## config.mk

```make
export PLATFORM = sky130hd
export DESIGN_NAME = pxa_simd_unit
export DESIGN_NICKNAME = d
export VERILOG_FILES = /design/src/rtl/pxa_pkg.sv /design/src/rtl/pxa_byte_align.sv /design/src/rtl/pxa_simd_unit.sv
export SDC_FILE = /design/constraint.sdc
export NUM_CORES = 1
export LEC_CHECK = 0
export BUFFER_PORTS_ARGS = -buffer_cell sky130_fd_sc_hd__buf_2
export CORE_UTILIZATION = 57
export DETAILED_ROUTE_END_ITERATION = 7
export PLACE_DENSITY = 0.88
export SETUP_SLACK_MARGIN = 0.05
export SYNTH_ARGS = -nofsm -noshare
export SYNTH_HDL_FRONTEND = slang
export SYNTH_HIERARCHICAL = 1
export SYNTH_SLANG_ARGS = --single-unit
```

## constraint.sdc

```tcl
create_clock -name core_clk -period 12.9 [get_ports core_clk]
set_input_delay 2.58 -clock core_clk [delete_from_list [all_inputs] [get_ports core_clk]]
set_output_delay 2.58 -clock core_clk [all_outputs]
set_load 0.01 [all_outputs]
```

## src/rtl/pxa_pkg.sv

```systemverilog
// Shared constants and types for the pixel SIMD add unit
package pxa_pkg;

	// ==========================================================
	// Operation select, one-hot
	// ==========================================================
	typedef enum logic [2:0] {
		PXA_OP_ADD_CLIP = 3'b001,
		PXA_OP_ACC_EXT  = 3'b010,
		PXA_OP_QUAD_ADD = 3'b100
	} pxa_op_t;

	// ==========================================================
	// Widths
	// ==========================================================
	localparam int WORD_W  = 32;
	localparam int BYTE_W  = 8;
	localparam int HALF_W  = 16;
	localparam int ALIGN_W = 2;
	localparam int ACC_W   = 40;

	// ==========================================================
	// Pair names and byte alignment codes
	// ==========================================================
	localparam logic PAIR_R10 = 1'b0;
	localparam logic PAIR_R32 = 1'b1;

	localparam logic [1:0] ALIGN_B3_0 = 2'h0;
	localparam logic [1:0] ALIGN_B4_1 = 2'h1;
	localparam logic [1:0] ALIGN_B5_2 = 2'h2;
	localparam logic [1:0] ALIGN_B6_3 = 2'h3;

	// ==========================================================
	// Clip range and field positions
	// ==========================================================
	localparam logic [31:0] CLIP_MAX  = 32'h0000_00ff;
	localparam logic [7:0]  BYTE_ZERO = 8'h00;
	localparam logic [7:0]  BYTE_FULL = 8'hff;
	localparam int LANE0_LSB = 0;
	localparam int LANE1_LSB = 8;
	localparam int LANE2_LSB = 16;
	localparam int LANE3_LSB = 24;
	localparam int HALF_HI_LSB = 16;

	// ==========================================================
	// Reset values
	// ==========================================================
	localparam logic [31:0] DEST_RESET = 32'h0000_0000;

endpackage : pxa_pkg

```

## src/rtl/pxa_byte_align.sv

```systemverilog
// Four-byte window taken from an eight-byte register pair
`timescale 1ns/100ps
module pxa_byte_align (
	input  wire logic [31:0] lowWord,
	input  wire logic [31:0] highWord,
	input  wire logic [1:0]  align,
	input  wire logic        reversePair,
	output logic      [31:0] aligned
);

	// ==========================================================
	// Pair ordering and byte window
	// ==========================================================
	logic [63:0] pairBytes;
	logic [63:0] shifted;

	always_comb begin
		if (reversePair) begin
			pairBytes = {lowWord, highWord};
		end else begin
			pairBytes = {highWord, lowWord};
		end
	end

	// Alignment n picks bytes n+3..n
	always_comb begin
		shifted = pairBytes >> {align, 3'b000};
	end

	assign aligned = shifted[31:0];

endmodule : pxa_byte_align

```

## src/rtl/pxa_simd_unit.sv

```systemverilog
// Pixel SIMD add unit: add/clip, accumulator extraction, quad add
`timescale 1ns/100ps
module pxa_simd_unit #(
	parameter int ACC_WIDTH = pxa_pkg::ACC_W
) (
	input  wire logic                 core_clk,
	input  wire logic                 srst,
	input  wire logic                 opValid,
	input  wire pxa_pkg::pxa_op_t     opSel,
	input  wire logic                 highBytePlacement,
	input  wire logic                 reversePairOrder,
	input  wire logic                 srcZeroPair,
	input  wire logic                 srcOnePair,
	input  wire logic [31:0]          pairZeroLow,
	input  wire logic [31:0]          pairZeroHigh,
	input  wire logic [31:0]          pairOneLow,
	input  wire logic [31:0]          pairOneHigh,
	input  wire logic [31:0]          indexRegZero,
	input  wire logic [31:0]          indexRegOne,
	input  wire logic [ACC_WIDTH-1:0] accumulatorZero,
	input  wire logic [ACC_WIDTH-1:0] accumulatorOne,
	output logic                      resultValid,
	output logic [31:0]               destZero,
	output logic [31:0]               destOne,
	output logic                      destOneWrite,
	output logic                      alignExcSuppress
);

	// ==========================================================
	// Pair alignment
	// ==========================================================
	logic [31:0] alignedPairZero;
	logic [31:0] alignedPairOne;
	logic [31:0] ySrc;
	logic [31:0] zSrc;

	// Each pair has its own index register
	pxa_byte_align u_alignPairZero (
		.lowWord     (pairZeroLow),
		.highWord    (pairZeroHigh),
		.align       (indexRegZero[1:0]),
		.reversePair (reversePairOrder),
		.aligned     (alignedPairZero)
	);

	pxa_byte_align u_alignPairOne (
		.lowWord     (pairOneLow),
		.highWord    (pairOneHigh),
		.align       (indexRegOne[1:0]),
		.reversePair (reversePairOrder),
		.aligned     (alignedPairOne)
	);

	// One select bit per source: no other pairing can be named
	always_comb begin
		ySrc = (srcZeroPair == pxa_pkg::PAIR_R32) ? alignedPairOne
			: alignedPairZero;
		zSrc = (srcOnePair == pxa_pkg::PAIR_R32) ? alignedPairOne
			: alignedPairZero;
	end

	// ==========================================================
	// Dual add / clip
	// ==========================================================
	function automatic logic [7:0] clip8(input logic signed [31:0] s);
		logic [7:0] r;
		r = s[7:0];
		if (s < 0) begin
			r = pxa_pkg::BYTE_ZERO;
		end else if (s > $signed(pxa_pkg::CLIP_MAX)) begin
			r = pxa_pkg::BYTE_FULL;
		end
		return r;
	endfunction : clip8

	logic signed [31:0] sumHi;
	logic signed [31:0] sumLo;
	logic        [7:0]  clipHi;
	logic        [7:0]  clipLo;
	logic        [31:0] clipWord;

	// Residual is signed; byte is widened with zeros
	always_comb begin
		sumHi = $signed({24'h000000, ySrc[15:8]})
			+ $signed({{16{zSrc[31]}}, zSrc[31:16]});
		sumLo = $signed({24'h000000, ySrc[7:0]})
			+ $signed({{16{zSrc[15]}}, zSrc[15:0]});
		clipHi = clip8(sumHi);
		clipLo = clip8(sumLo);
	end

	always_comb begin
		if (highBytePlacement) begin
			clipWord = {clipHi, pxa_pkg::BYTE_ZERO,
				clipLo, pxa_pkg::BYTE_ZERO};
		end else begin
			clipWord = {pxa_pkg::BYTE_ZERO, clipHi,
				pxa_pkg::BYTE_ZERO, clipLo};
		end
	end

	// ==========================================================
	// Accumulator extraction
	// ==========================================================
	logic [31:0] accSumZero;
	logic [31:0] accSumOne;

	// Halves may carry past 16 bits, so the full word is kept
	always_comb begin
		accSumZero = {{16{accumulatorZero[31]}}, accumulatorZero[31:16]}
			+ {{16{accumulatorZero[15]}}, accumulatorZero[15:0]};
		accSumOne = {{16{accumulatorOne[31]}}, accumulatorOne[31:16]}
			+ {{16{accumulatorOne[15]}}, accumulatorOne[15:0]};
	end

	// ==========================================================
	// Quad byte add
	// ==========================================================
	logic [15:0] laneSum [4];

	always_comb begin
		for (int i = 0; i < 4; i++) begin
			laneSum[i] = {8'h00, ySrc[i*8 +: 8]}
				+ {8'h00, zSrc[i*8 +: 8]};
		end
	end

	// ==========================================================
	// Result registers
	// ==========================================================
	logic        resultValid_q;
	logic [31:0] destZero_q;
	logic [31:0] destOne_q;
	logic        destOneWrite_q;
	logic        alignExcSuppress_q;

	// Fully pipelined: no busy state, a new op every cycle
	always_ff @(posedge core_clk) begin
		if (srst) begin
			resultValid_q  <= 1'b0;
			destOneWrite_q <= 1'b0;
		end else begin
			resultValid_q  <= opValid;
			destOneWrite_q <= opValid
				&& (opSel != pxa_pkg::PXA_OP_ADD_CLIP);
		end
	end

	always_ff @(posedge core_clk) begin
		if (srst) begin
			destZero_q <= pxa_pkg::DEST_RESET;
			destOne_q  <= pxa_pkg::DEST_RESET;
		end else if (opValid) begin
			case (opSel)
				pxa_pkg::PXA_OP_ADD_CLIP: begin
					destZero_q <= clipWord;
					destOne_q  <= pxa_pkg::DEST_RESET;
				end
				pxa_pkg::PXA_OP_ACC_EXT: begin
					destZero_q <= accSumZero;
					destOne_q  <= accSumOne;
				end
				pxa_pkg::PXA_OP_QUAD_ADD: begin
					destZero_q <= {laneSum[1], laneSum[0]};
					destOne_q  <= {laneSum[3], laneSum[2]};
				end
				default: begin
					destZero_q <= pxa_pkg::DEST_RESET;
					destOne_q  <= pxa_pkg::DEST_RESET;
				end
			endcase
		end
	end

	// Loads issued beside a pixel byte op are not trapped
	always_ff @(posedge core_clk) begin
		if (srst) begin
			alignExcSuppress_q <= 1'b0;
		end else begin
			alignExcSuppress_q <= opValid
				&& (opSel != pxa_pkg::PXA_OP_ACC_EXT);
		end
	end

	assign resultValid      = resultValid_q;
	assign destZero         = destZero_q;
	assign destOne          = destOne_q;
	assign destOneWrite     = destOneWrite_q;
	assign alignExcSuppress = alignExcSuppress_q;

	logic isClip;
	logic isAcc;
	logic isQuad;
	assign isClip = opValid && (opSel == pxa_pkg::PXA_OP_ADD_CLIP);
	assign isAcc  = opValid && (opSel == pxa_pkg::PXA_OP_ACC_EXT);
	assign isQuad = opValid && (opSel == pxa_pkg::PXA_OP_QUAD_ADD);
endmodule : pxa_simd_unit

```

-- Yosys cells after proc, flatten, opt, wreduce, memory -nomap -nowiden
Index checks and enable logic that the tools add are counted.
- register bits: 67
- bits of input ports: 282
- output and inout port bits: 67
- word-level logic and storage cells: 37
- add/sub/neg operators: 8
- $lt $le $gt $ge: 4
- equal/unequal tests: 5
- shift operators: 2
- muxes and demuxes: 11
- reduce and logical (&&, ||, !) cells: 2
- operator list (kind ; count):
    2-to-1 mux 64 bit ; 2
    >> shifter 64 x 5 -> 32 bit ; 2
    2-to-1 mux 32 bit ; 3
    one-hot mux 32 bit (3 select lines) ; 1
    one-hot mux 32 bit (2 select lines) ; 1
    adder 8 x 8 -> 9 bit ; 4
    adder 16 x 16 -> 17 bit ; 2
    adder 9 x 16 -> 17 bit ; 2
    greater-than comparator 17 x 9 -> 1 bit (second input constant) ; 2
    < comparator 17 x 1 -> 1 bit (second input constant) ; 2
    2-to-1 mux 8 bit ; 4
    == test 3 x 1 -> 1 bit (second input constant) ; 1
    == test 3 x 2 -> 1 bit (second input constant) ; 1
    == test 3 bit (second input constant) ; 1
    inequality test 3 x 1 -> 1 bit (second input constant) ; 1
    inequality test 3 x 2 -> 1 bit (second input constant) ; 1
    logical AND 1 bit ; 2

-- Longest topological paths before layout
Gate-level depths: netlist of run 1.
- depth after elaboration: 9
- depth in mapped cells: 19
- mapped depth without buffers: 15

-- Cells and area by module
Netlist of run 1, hierarchy kept.
- modules (own cells, without submodules) (module ; times used ; cells an instance ; area an instance (µm²) ; sequential area each (µm²)):
    pxa_simd_unit ; 1 ; 838 ; 6707.7 ; 1221.2
    pxa_byte_align ; 2 ; 176 ; 1644.1 ; 0.0

-- Least setup slack after synthesis of run 1
No wires, ideal clock.
- path type: input to register
- start: input srcOnePair
- end: register destZero_q[24] (netlist: destZero[24])
- setup time: 141 ps
- data arrival time: 6166 ps
- required time: 12759 ps
- slack: 6593 ps
- cell stages on the path: 18
- buffers on the path: 6
- path through: buf_6 buf_4 buf_4 buf_2 buf_1 mux2_2 ha_1 inv_1 fa_1 nor2b_1 o31a_1 o22ai_1 or4b_1 nand3b_1 o2111ai_2 buf_6 o21ai_1 a311oi_1
- word-level cells in the longest chain between the ends: 7
- elaborated cells between the ends (all ways): 9
- classes of those cells: 2 x add/sub; 2 x order compare; 5 x mux
- RTL lines (element ; line ; RTL):
    start: declaration ; pxa_simd_unit.sv:13 ; input wire logic srcOnePair,
    2-to-1 mux 32 bit (*) ; pxa_simd_unit.sv:58 ; zSrc = (srcOnePair == pxa_pkg::PAIR_R32) ? alignedPairOne
    adder 9 x 16 -> 17 bit ; pxa_simd_unit.sv:85 ; + $signed({{16{zSrc[31]}}, zSrc[31:16]});
    greater-than comparator 17 x 9 -> 1 bit ; pxa_simd_unit.sv:70 ; end else if (s > $signed(pxa_pkg::CLIP_MAX)) begin
    2-to-1 mux 8 bit ; pxa_simd_unit.sv:70 ;
    2-to-1 mux 8 bit ; pxa_simd_unit.sv:68 ; if (s < 0) begin
    2-to-1 mux 32 bit ; pxa_simd_unit.sv:93 ; if (highBytePlacement) begin
    one-hot mux 32 bit (3 select lines) (*) ; pxa_simd_unit.sv:154 ; case (opSel)
    end signal: assignment ; pxa_simd_unit.sv:151 ; destZero_q <= pxa_pkg::DEST_RESET;
    end signal: assignment ; pxa_simd_unit.sv:156 ; destZero_q <= clipWord;
    end signal: assignment ; pxa_simd_unit.sv:160 ; destZero_q <= accSumZero;
    end: declaration ; pxa_simd_unit.sv:132 ; logic [31:0] destZero_q;
Every way passes the cells marked *; elsewhere a longest branch is shown, timed or not.
A chain may end at the register's enable or synchronous reset.

-- Worst setup path in the final report of run 1
- start: input reversePairOrder
- end: register destZero_q[19] (netlist: destZero[19])
- word-level cells in the longest chain between the ends: 9
- elaborated cells between the ends (all ways): 14
- classes of those cells: 2 x add/sub; 2 x order compare; 2 x shift; 8 x mux
- RTL lines (element ; line ; RTL):
    start: declaration ; pxa_simd_unit.sv:11 ; input wire logic reversePairOrder,
    2-to-1 mux 64 bit (*) ; pxa_byte_align.sv:18 ; if (reversePair) begin
    >> shifter 64 x 5 -> 32 bit (*) ; pxa_byte_align.sv:27 ; shifted = pairBytes >> {align, 3'b000};
    net alignedPairOne[16] ; pxa_simd_unit.sv:33 ; logic [31:0] alignedPairOne;
    2-to-1 mux 32 bit (*) ; pxa_simd_unit.sv:58 ;
    adder 9 x 16 -> 17 bit (*) ; pxa_simd_unit.sv:85 ;
    greater-than comparator 17 x 9 -> 1 bit ; pxa_simd_unit.sv:70 ;
    2-to-1 mux 8 bit ; pxa_simd_unit.sv:70 ;
    2-to-1 mux 8 bit (*) ; pxa_simd_unit.sv:68 ;
    2-to-1 mux 32 bit (*) ; pxa_simd_unit.sv:93 ;
    one-hot mux 32 bit (3 select lines) (*) ; pxa_simd_unit.sv:154 ;
The timed path passes the listed nets; every way through them passes the cells marked *.

==> results of run 1 <==
==> logic make-up (layout without fill, tap and decap cells) <==
logic type,Yosys count,count (layout),synth area share [%]
muxes,226,226,25.1
buffers and inverters,120,331,6.92
and+or+nand+nor,260,260,12.5
xor gates and xnor gates,50,50,4.38
DFF,61,61,12.2
adders and majority gates,79,79,10.4
AOI/OAI and AO/OA,394,394,28.4
other,0,1,0
==> critical path, stage by stage <==
cell       delay (ns)
buf_4            0.51
buf_4            0.84
nor2_1           0.40
buf_4            0.28
a221o_1          0.35
mux2_2           0.29
ha_1             0.24
inv_1            0.09
fa_1             0.21
nor2b_1          0.07
o31a_1           0.30
o22ai_1          0.39
or4b_1           0.49
nand3b_1         0.12
o2111ai_2        0.42
o21ai_0          0.34
a311oi_1         0.12
==> metal layers <==
metal  up-vias  routed length, µm
li1       5041                  -
met1      5007              12500
met2       691              14900
met3       120               2820
met4         0               1670
met5         -                  0
==> cells in the mapped netlist, types with 7 or more instances <==
cell type	count
mux2_1	32
xnor2_1	32
buf_4	15
buf_2	22
clkbuf_1	26
mux2_4	28
ha_1	72
nor3_1	26
mux2i_1	109
o211ai_1	12
xor2_1	18
a211oi_1	17
a31oi_1	11
and2_1	7
a221oi_1	10
fa_1	7
o21a_1	10
nand3_1	13
o21ai_0	48
o22ai_1	67
a311oi_1	13
nor2b_1	21
a221o_1	65
a21o_1	18
a21oi_1	71
inv_1	33
nor2_1	92
o21bai_1	8
dfxtp_1	61
mux2_2	57
nand2_1	49
nand2b_1	15
buf_6	12
==> registers in the layout, indices dropped and copies added (netlist names) <==
signal	cells
resultValid	1
destOne	26
destOneWrite	1
alignExcSuppress	1
destZero	32
==> worst max path at each step <==
stage                              end  cells past startpoint  slack [ns]
after floorplan           destZero[24]                     18        6.59
after global placement    destZero[19]                     16        4.97
after detailed placement  destZero[18]                     16        4.80
after CTS                 destZero[19]                     16        5.11
after global routing      destZero[19]                     17        4.62
final                     destZero[19]                     17        4.99
==> layout make-up <==
| cell class | count | area, µm² |
|---|---|---|
| multi-input combinational | 1009 | 8090 |
| fill | 1367 | 5720 |
| timing repair buffer | 282 | 1440 |
| sequential | 61 | 1220 |
| tap | 225 | 282 |
| clock buffer | 11 | 253 |
| inverter | 33 | 124 |
| clock inverter | 5 | 106 |
| antenna | 1 | 2.50 |
==> power by group through the flow <==
stage | sequential, mW | combinational, mW | clock (mW)
6_report | 0.199 | 0.589 | 0.287
2_1_floorplan | 0.206 | 0.413 | 0
3_5_place_dp | 0.203 | 0.567 | 0
5_1_grt | 0.200 | 0.631 | 0.297
3_3_place_gp | 0.203 | 0.553 | 0
4_1_cts | 0.199 | 0.572 | 0.287
==> stage by stage <==
step                area [µm²]  hold WS (ns)  setup WS (ns)
floorplan                10000         0.474           6.59
global placement         11200         0.435           4.97
detailed placement       11200         0.440           4.80
CTS                      11500         0.453           5.11
global route             11500         0.474           4.62
finish                   11500         0.453           4.99
==> flow_summary_export.csv, run 1 <==
group,metric,value,unit
floorplan,die_width,134,µm
logic_synthesis,synth_edf_count,0,
cells_and_area,nets,1757,
power_and_ir_drop,switchingPower,0.428,mW
flow_run,maxCapViolCount,0,
setup_path,cp.arrival,8.09,ns
placement,finalWeightedCongestion,0.978,
setup_path,worst_ep_required_time,13.08,ns
clocking,cts_tree,"done",
clocking,cts_setup_buffers,0,
logic_synthesis,syn_area_per_cell,8.40,µm²
floorplan,die-area,18100,µm²
global_routing,grt_max_degree,62,
clocking,ctsResizeCount,0,
worst_hold_path,hold_depth,2,
global_routing,grt.met1_usage,40.7,%
routing,drt_first_pass_iters,8,
timing,max_freq,126,MHz
clocking,cts_buffers,9,
clocking,cts.sinks,61,
logic_synthesis,synth_area,10000,µm²
timing,hold_viol_final,0,
timing,setup_tns,0,ns
logic_synthesis,ys_ff_latch,61,
logic_synthesis,yosysSeqAreaShare,12.2,%
logic_synthesis,synth.largest_area_cell,"dfxtp_1",
setup_path,r2r-end,"destZero[6]",
status,run_status,"finished, violations left",
timing,skew,0,ns
power_and_ir_drop,finalPower,1.07,mW
cells_and_area,final_common_cell,"buf_2",
power_and_ir_drop,p_clk_share,26.7,%
setup_path,startpoint_type,"input port",
global_routing,gr-total-overflow,0,
logic_synthesis,syn-num-nets,1551,
cells_and_area,syn_to_final_growth,15.2,%
status,failed_checks,"DRC",
floorplan,rows,48,
cells_and_area,layout_common_cells,"buf_2 (271), mux2i_1 (109), nor2_1 (91)",
routing,detail_route.wl_per_cell,19.6,µm
timing,final.min_clock_period,7.91,ns
power_and_ir_drop,seqPwrFrac,18.5,%
logic_synthesis,synthesis.instances,1190,
setup_path,regToRegSetupSlack,11.72,ns
worst_hold_path,min_path_type,"reg -> reg",
power_and_ir_drop,powerDensity,93.4,nW/µm²
global_routing,use_met2,57.1,%
clocking,cts-root-buf,"clkbuf_16",
power_and_ir_drop,pwr-share-comb,54.8,%
logic_synthesis,synth_warnings,6,
logic_synthesis,netlist_top_cells_area,"dfxtp_1 (12%), mux2i_1 (11%), ha_1 (9.0%)",
placement,post-dp-hpwl,24900,µm
clocking,clk_latency,0.33,ns
clocking,clkSlewWorstSetupHoldPaths,0.05,ns
routing,drt_iter0_markers,1243,
cells_and_area,final_cells,1627,
global_routing,grt_busiest_layer,"met2",
routing,wl,31900,µm
global_routing,first_global_vias,10006,
setup_path,cp-startpoint,"reversePairOrder",
logic_synthesis,yosysTopAreaCellShare,12.2,%
routing,num_vias,10859,
floorplan,pin_count,349,
logic_synthesis,synth.distinct_cells,74,
power_and_ir_drop,intPower,0.647,mW
timing,setup_viol,0,
worst_hold_path,hold_start,"destOne[10]",
floorplan,coreArea,17200,µm²
placement,portBuffers,272,
placement,dp.cells,1610,
timing,post-route-period-util,61.3,%
worst_hold_path,hold_path_end,"destOne[10]",
cells_and_area,utilization,66.8,%
global_routing,antenna_found_initial,0,
floorplan,initial_utilization,58.0,%
timing,grt_setup_unrepaired,"no",
setup_path,critical_path.max_fanout,61,
global_routing,grt_pass1_wl,49200,µm
routing,postRouteAntennaNets,0,
power_and_ir_drop,ir_worst_vdd,0.0000738,V
power_and_ir_drop,p_sw_share,39.9,%
clocking,cts_buffer_depth,2,
clocking,hold_buffers,0,
logic_synthesis,synth_ff_type,"dfxtp_1",
cells_and_area,final_layout_size_suffix_gt1_share,28.3,%
setup_path,crit_type,"in -> reg",
global_routing,grtUsageTotal,33.6,%
timing,drv_slew,0,
routing,vias_per_cell,6.67,
routing,drc,2,
setup_path,end_kind,"flop",
setup_path,reg2reg_from,"destZero[6]",
setup_path,r2r_cells,3,
floorplan,die_h,134,µm
global_routing,use_met3,5.33,%
clocking,cts_max_level,3,
logic_synthesis,synth_async_sr_flop_share,0,%
timing,slew_headroom,23.1,%
power_and_ir_drop,p_leak,5.33,nW
timing,tightest_slew,1.15,ns
Note: power is estimated with default switching activity, not from simulation.
==> run 2: changes to the inputs <==
Settings changed: CORE_UTILIZATION 57 to 47, PLACE_DENSITY 0.88 to 0.77.
Clock period 12.9 ns to 6.7 ns, I/O delays scaled along.
==> flow_summary_export.csv, run 2 (same netlist as run 1, synthesis figures left out) <==
group,metric,value,unit
timing,max_freq,172,MHz
worst_hold_path,min_path_type,"reg -> reg",
setup_path,critical_path.max_fanout,24,
global_routing,antenna_found_initial,1,
cells_and_area,largest_reg_flops,32,
power_and_ir_drop,p_leak,5.36,nW
global_routing,grtUsageTotal,28.8,%
floorplan,rows,52,
timing,grt_setup_unrepaired,"no",
routing,postRouteAntennaNets,0,
global_routing,gr-total-overflow,0,
timing,setup_tns,0,ns
status,run_status,"finished clean",
routing,drt_iter0_markers,733,
timing,hold_viol_final,0,
clocking,cts_tree,"done",
global_routing,first_global_vias,10028,
routing,drt_first_pass_iters,5,
setup_path,worstPathBufferInverterCount,3,
clocking,cts-root-buf,"clkbuf_16",
cells_and_area,final_common_cell,"buf_2",
timing,skew,0,ns
setup_path,crit_path_max_incr_delay,0.48,ns
clocking,clkSlewWorstSetupHoldPaths,0.05,ns
timing,post-route-period-util,86.6,%
setup_path,end_kind,"flop",
setup_path,crit_chain,"buf_2, buf_4, mux2_1, a221o_1, mux2i_1, inv_1, ha_1, a211o_1, a211oi_1, o21ai_0, a2111oi_0, o221ai_1, a21o_1, a2111oi_0, nor4_1",
global_routing,grt_pass1_wl,50700,µm
timing,drv_slew,0,
floorplan,pin_count,349,
placement,post-dp-hpwl,25900,µm
clocking,ctsResizeCount,0,
timing,final.min_clock_period,5.80,ns
floorplan,coreArea,20600,µm²
floorplan,die-area,21900,µm²
routing,drc,0,
setup_path,critical_path.most_common_cell,"a2111oi_0",
floorplan,initial_utilization,48.6,%
routing,detail_route.wl_per_cell,19.3,µm
setup_path,worst_ep_required_time,6.88,ns
setup_path,critPathSlowestCell,"a2111oi_0",
setup_path,cpLargestDelayFamily,"compound AO/OA/AOI/OAI gates",
placement,place_area,11300,µm²
timing,slew_headroom,26.3,%
clocking,clk_latency,0.33,ns
routing,vias_per_cell,6.32,
power_and_ir_drop,powerDensity,167,nW/µm²
timing,setup_viol,0,
cells_and_area,fin_area,11600,µm²
placement,finalWeightedCongestion,0.961,
clocking,hold_buffers,0,
flow_run,maxCapViolCount,0,
power_and_ir_drop,ir_worst_vdd,0.000121,V
clocking,cts_buffer_depth,2,
global_routing,grt_max_degree,48,
cells_and_area,syn_to_final_growth,15.9,%
setup_path,startpoint_type,"input port",
clocking,cts_max_level,3,
routing,wl,32500,µm
floorplan,die_width,148,µm
clocking,cts.sinks,61,
routing,num_vias,10640,
placement,portBuffers,272,
cells_and_area,nets,1769,
cells_and_area,final_layout_size_suffix_gt1_share,28.8,%
setup_path,crit_type,"in -> reg",
setup_path,regToRegSetupSlack,5.51,ns
floorplan,die_h,148,µm
cells_and_area,layout_common_cells,"buf_2 (271), mux2i_1 (109), nor2_1 (91)",
setup_path,cp.arrival,5.98,ns
timing,tightest_slew,1.10,ns
clocking,cts_setup_buffers,0,
clocking,cts_buffers,9,
==> run 2: area by class of cell <==
cell class,count,area [µm²]
Multi-Input combinational cell,1009,8090
Clock buffer,11,233
Sequential cell,61,1220
Tap cell,270,338
Clock inverter,5,27.5
Fill cell,1916,8970
Inverter,33,124
Antenna cell,1,2.50
Timing Repair Buffer,294,1550
==> run 2: worst reg2reg max path, stage by stage, from the launching register on <==
cell,delay [ns]
dfxtp_1,0.32
nor2b_1,0.16
a2111oi_0,0.44
nor4_1,0.11
==> run 2: through the flow <==
stage                     hold WS, ns  instances  power (mW)  worst slack, ns  util, %
after global routing            0.474       1684        2.05            0.715     56.3
final                           0.453       1684        1.94            0.897     56.3
after CTS                       0.453       1683        1.91             1.03     56.3
after global placement          0.436       1667        1.48            0.760     55.1
after floorplan                 0.474       1190        1.19             1.63        -
after detailed placement        0.444       1667        1.50            0.694     55.1
==> run 2: worst paths after layout <==
kind	startpoint	endpoint	depth (start not counted)
worst max-delay path	indexRegZero[0]	destZero[6]	15
worst min-delay path	destZero[5]	destZero[5]	2
worst min register to register	destZero[5]	destZero[5]	2
worst max register to register	destZero[6]	destZero[6]	3
==> run 2: power breakdown <==
group	leakage [nW]	switching, mW	internal, mW
clock network	0.129	0.165	0.247
registers	0.497	0.00627	0.377
logic	4.73	0.653	0.490
total	5.36	0.824	1.11
==> run 2: metal layers <==
layer	routed length [µm]	global-route usage (%)	up-vias	share of wire, %
met3	2640	4.04	75	8.1
met1	13300	36.1	4993	41
met5	0	0	-	0
met4	1110	10.5	0	3.4
li1	-	-	5058	-
met2	15500	50.0	514	48
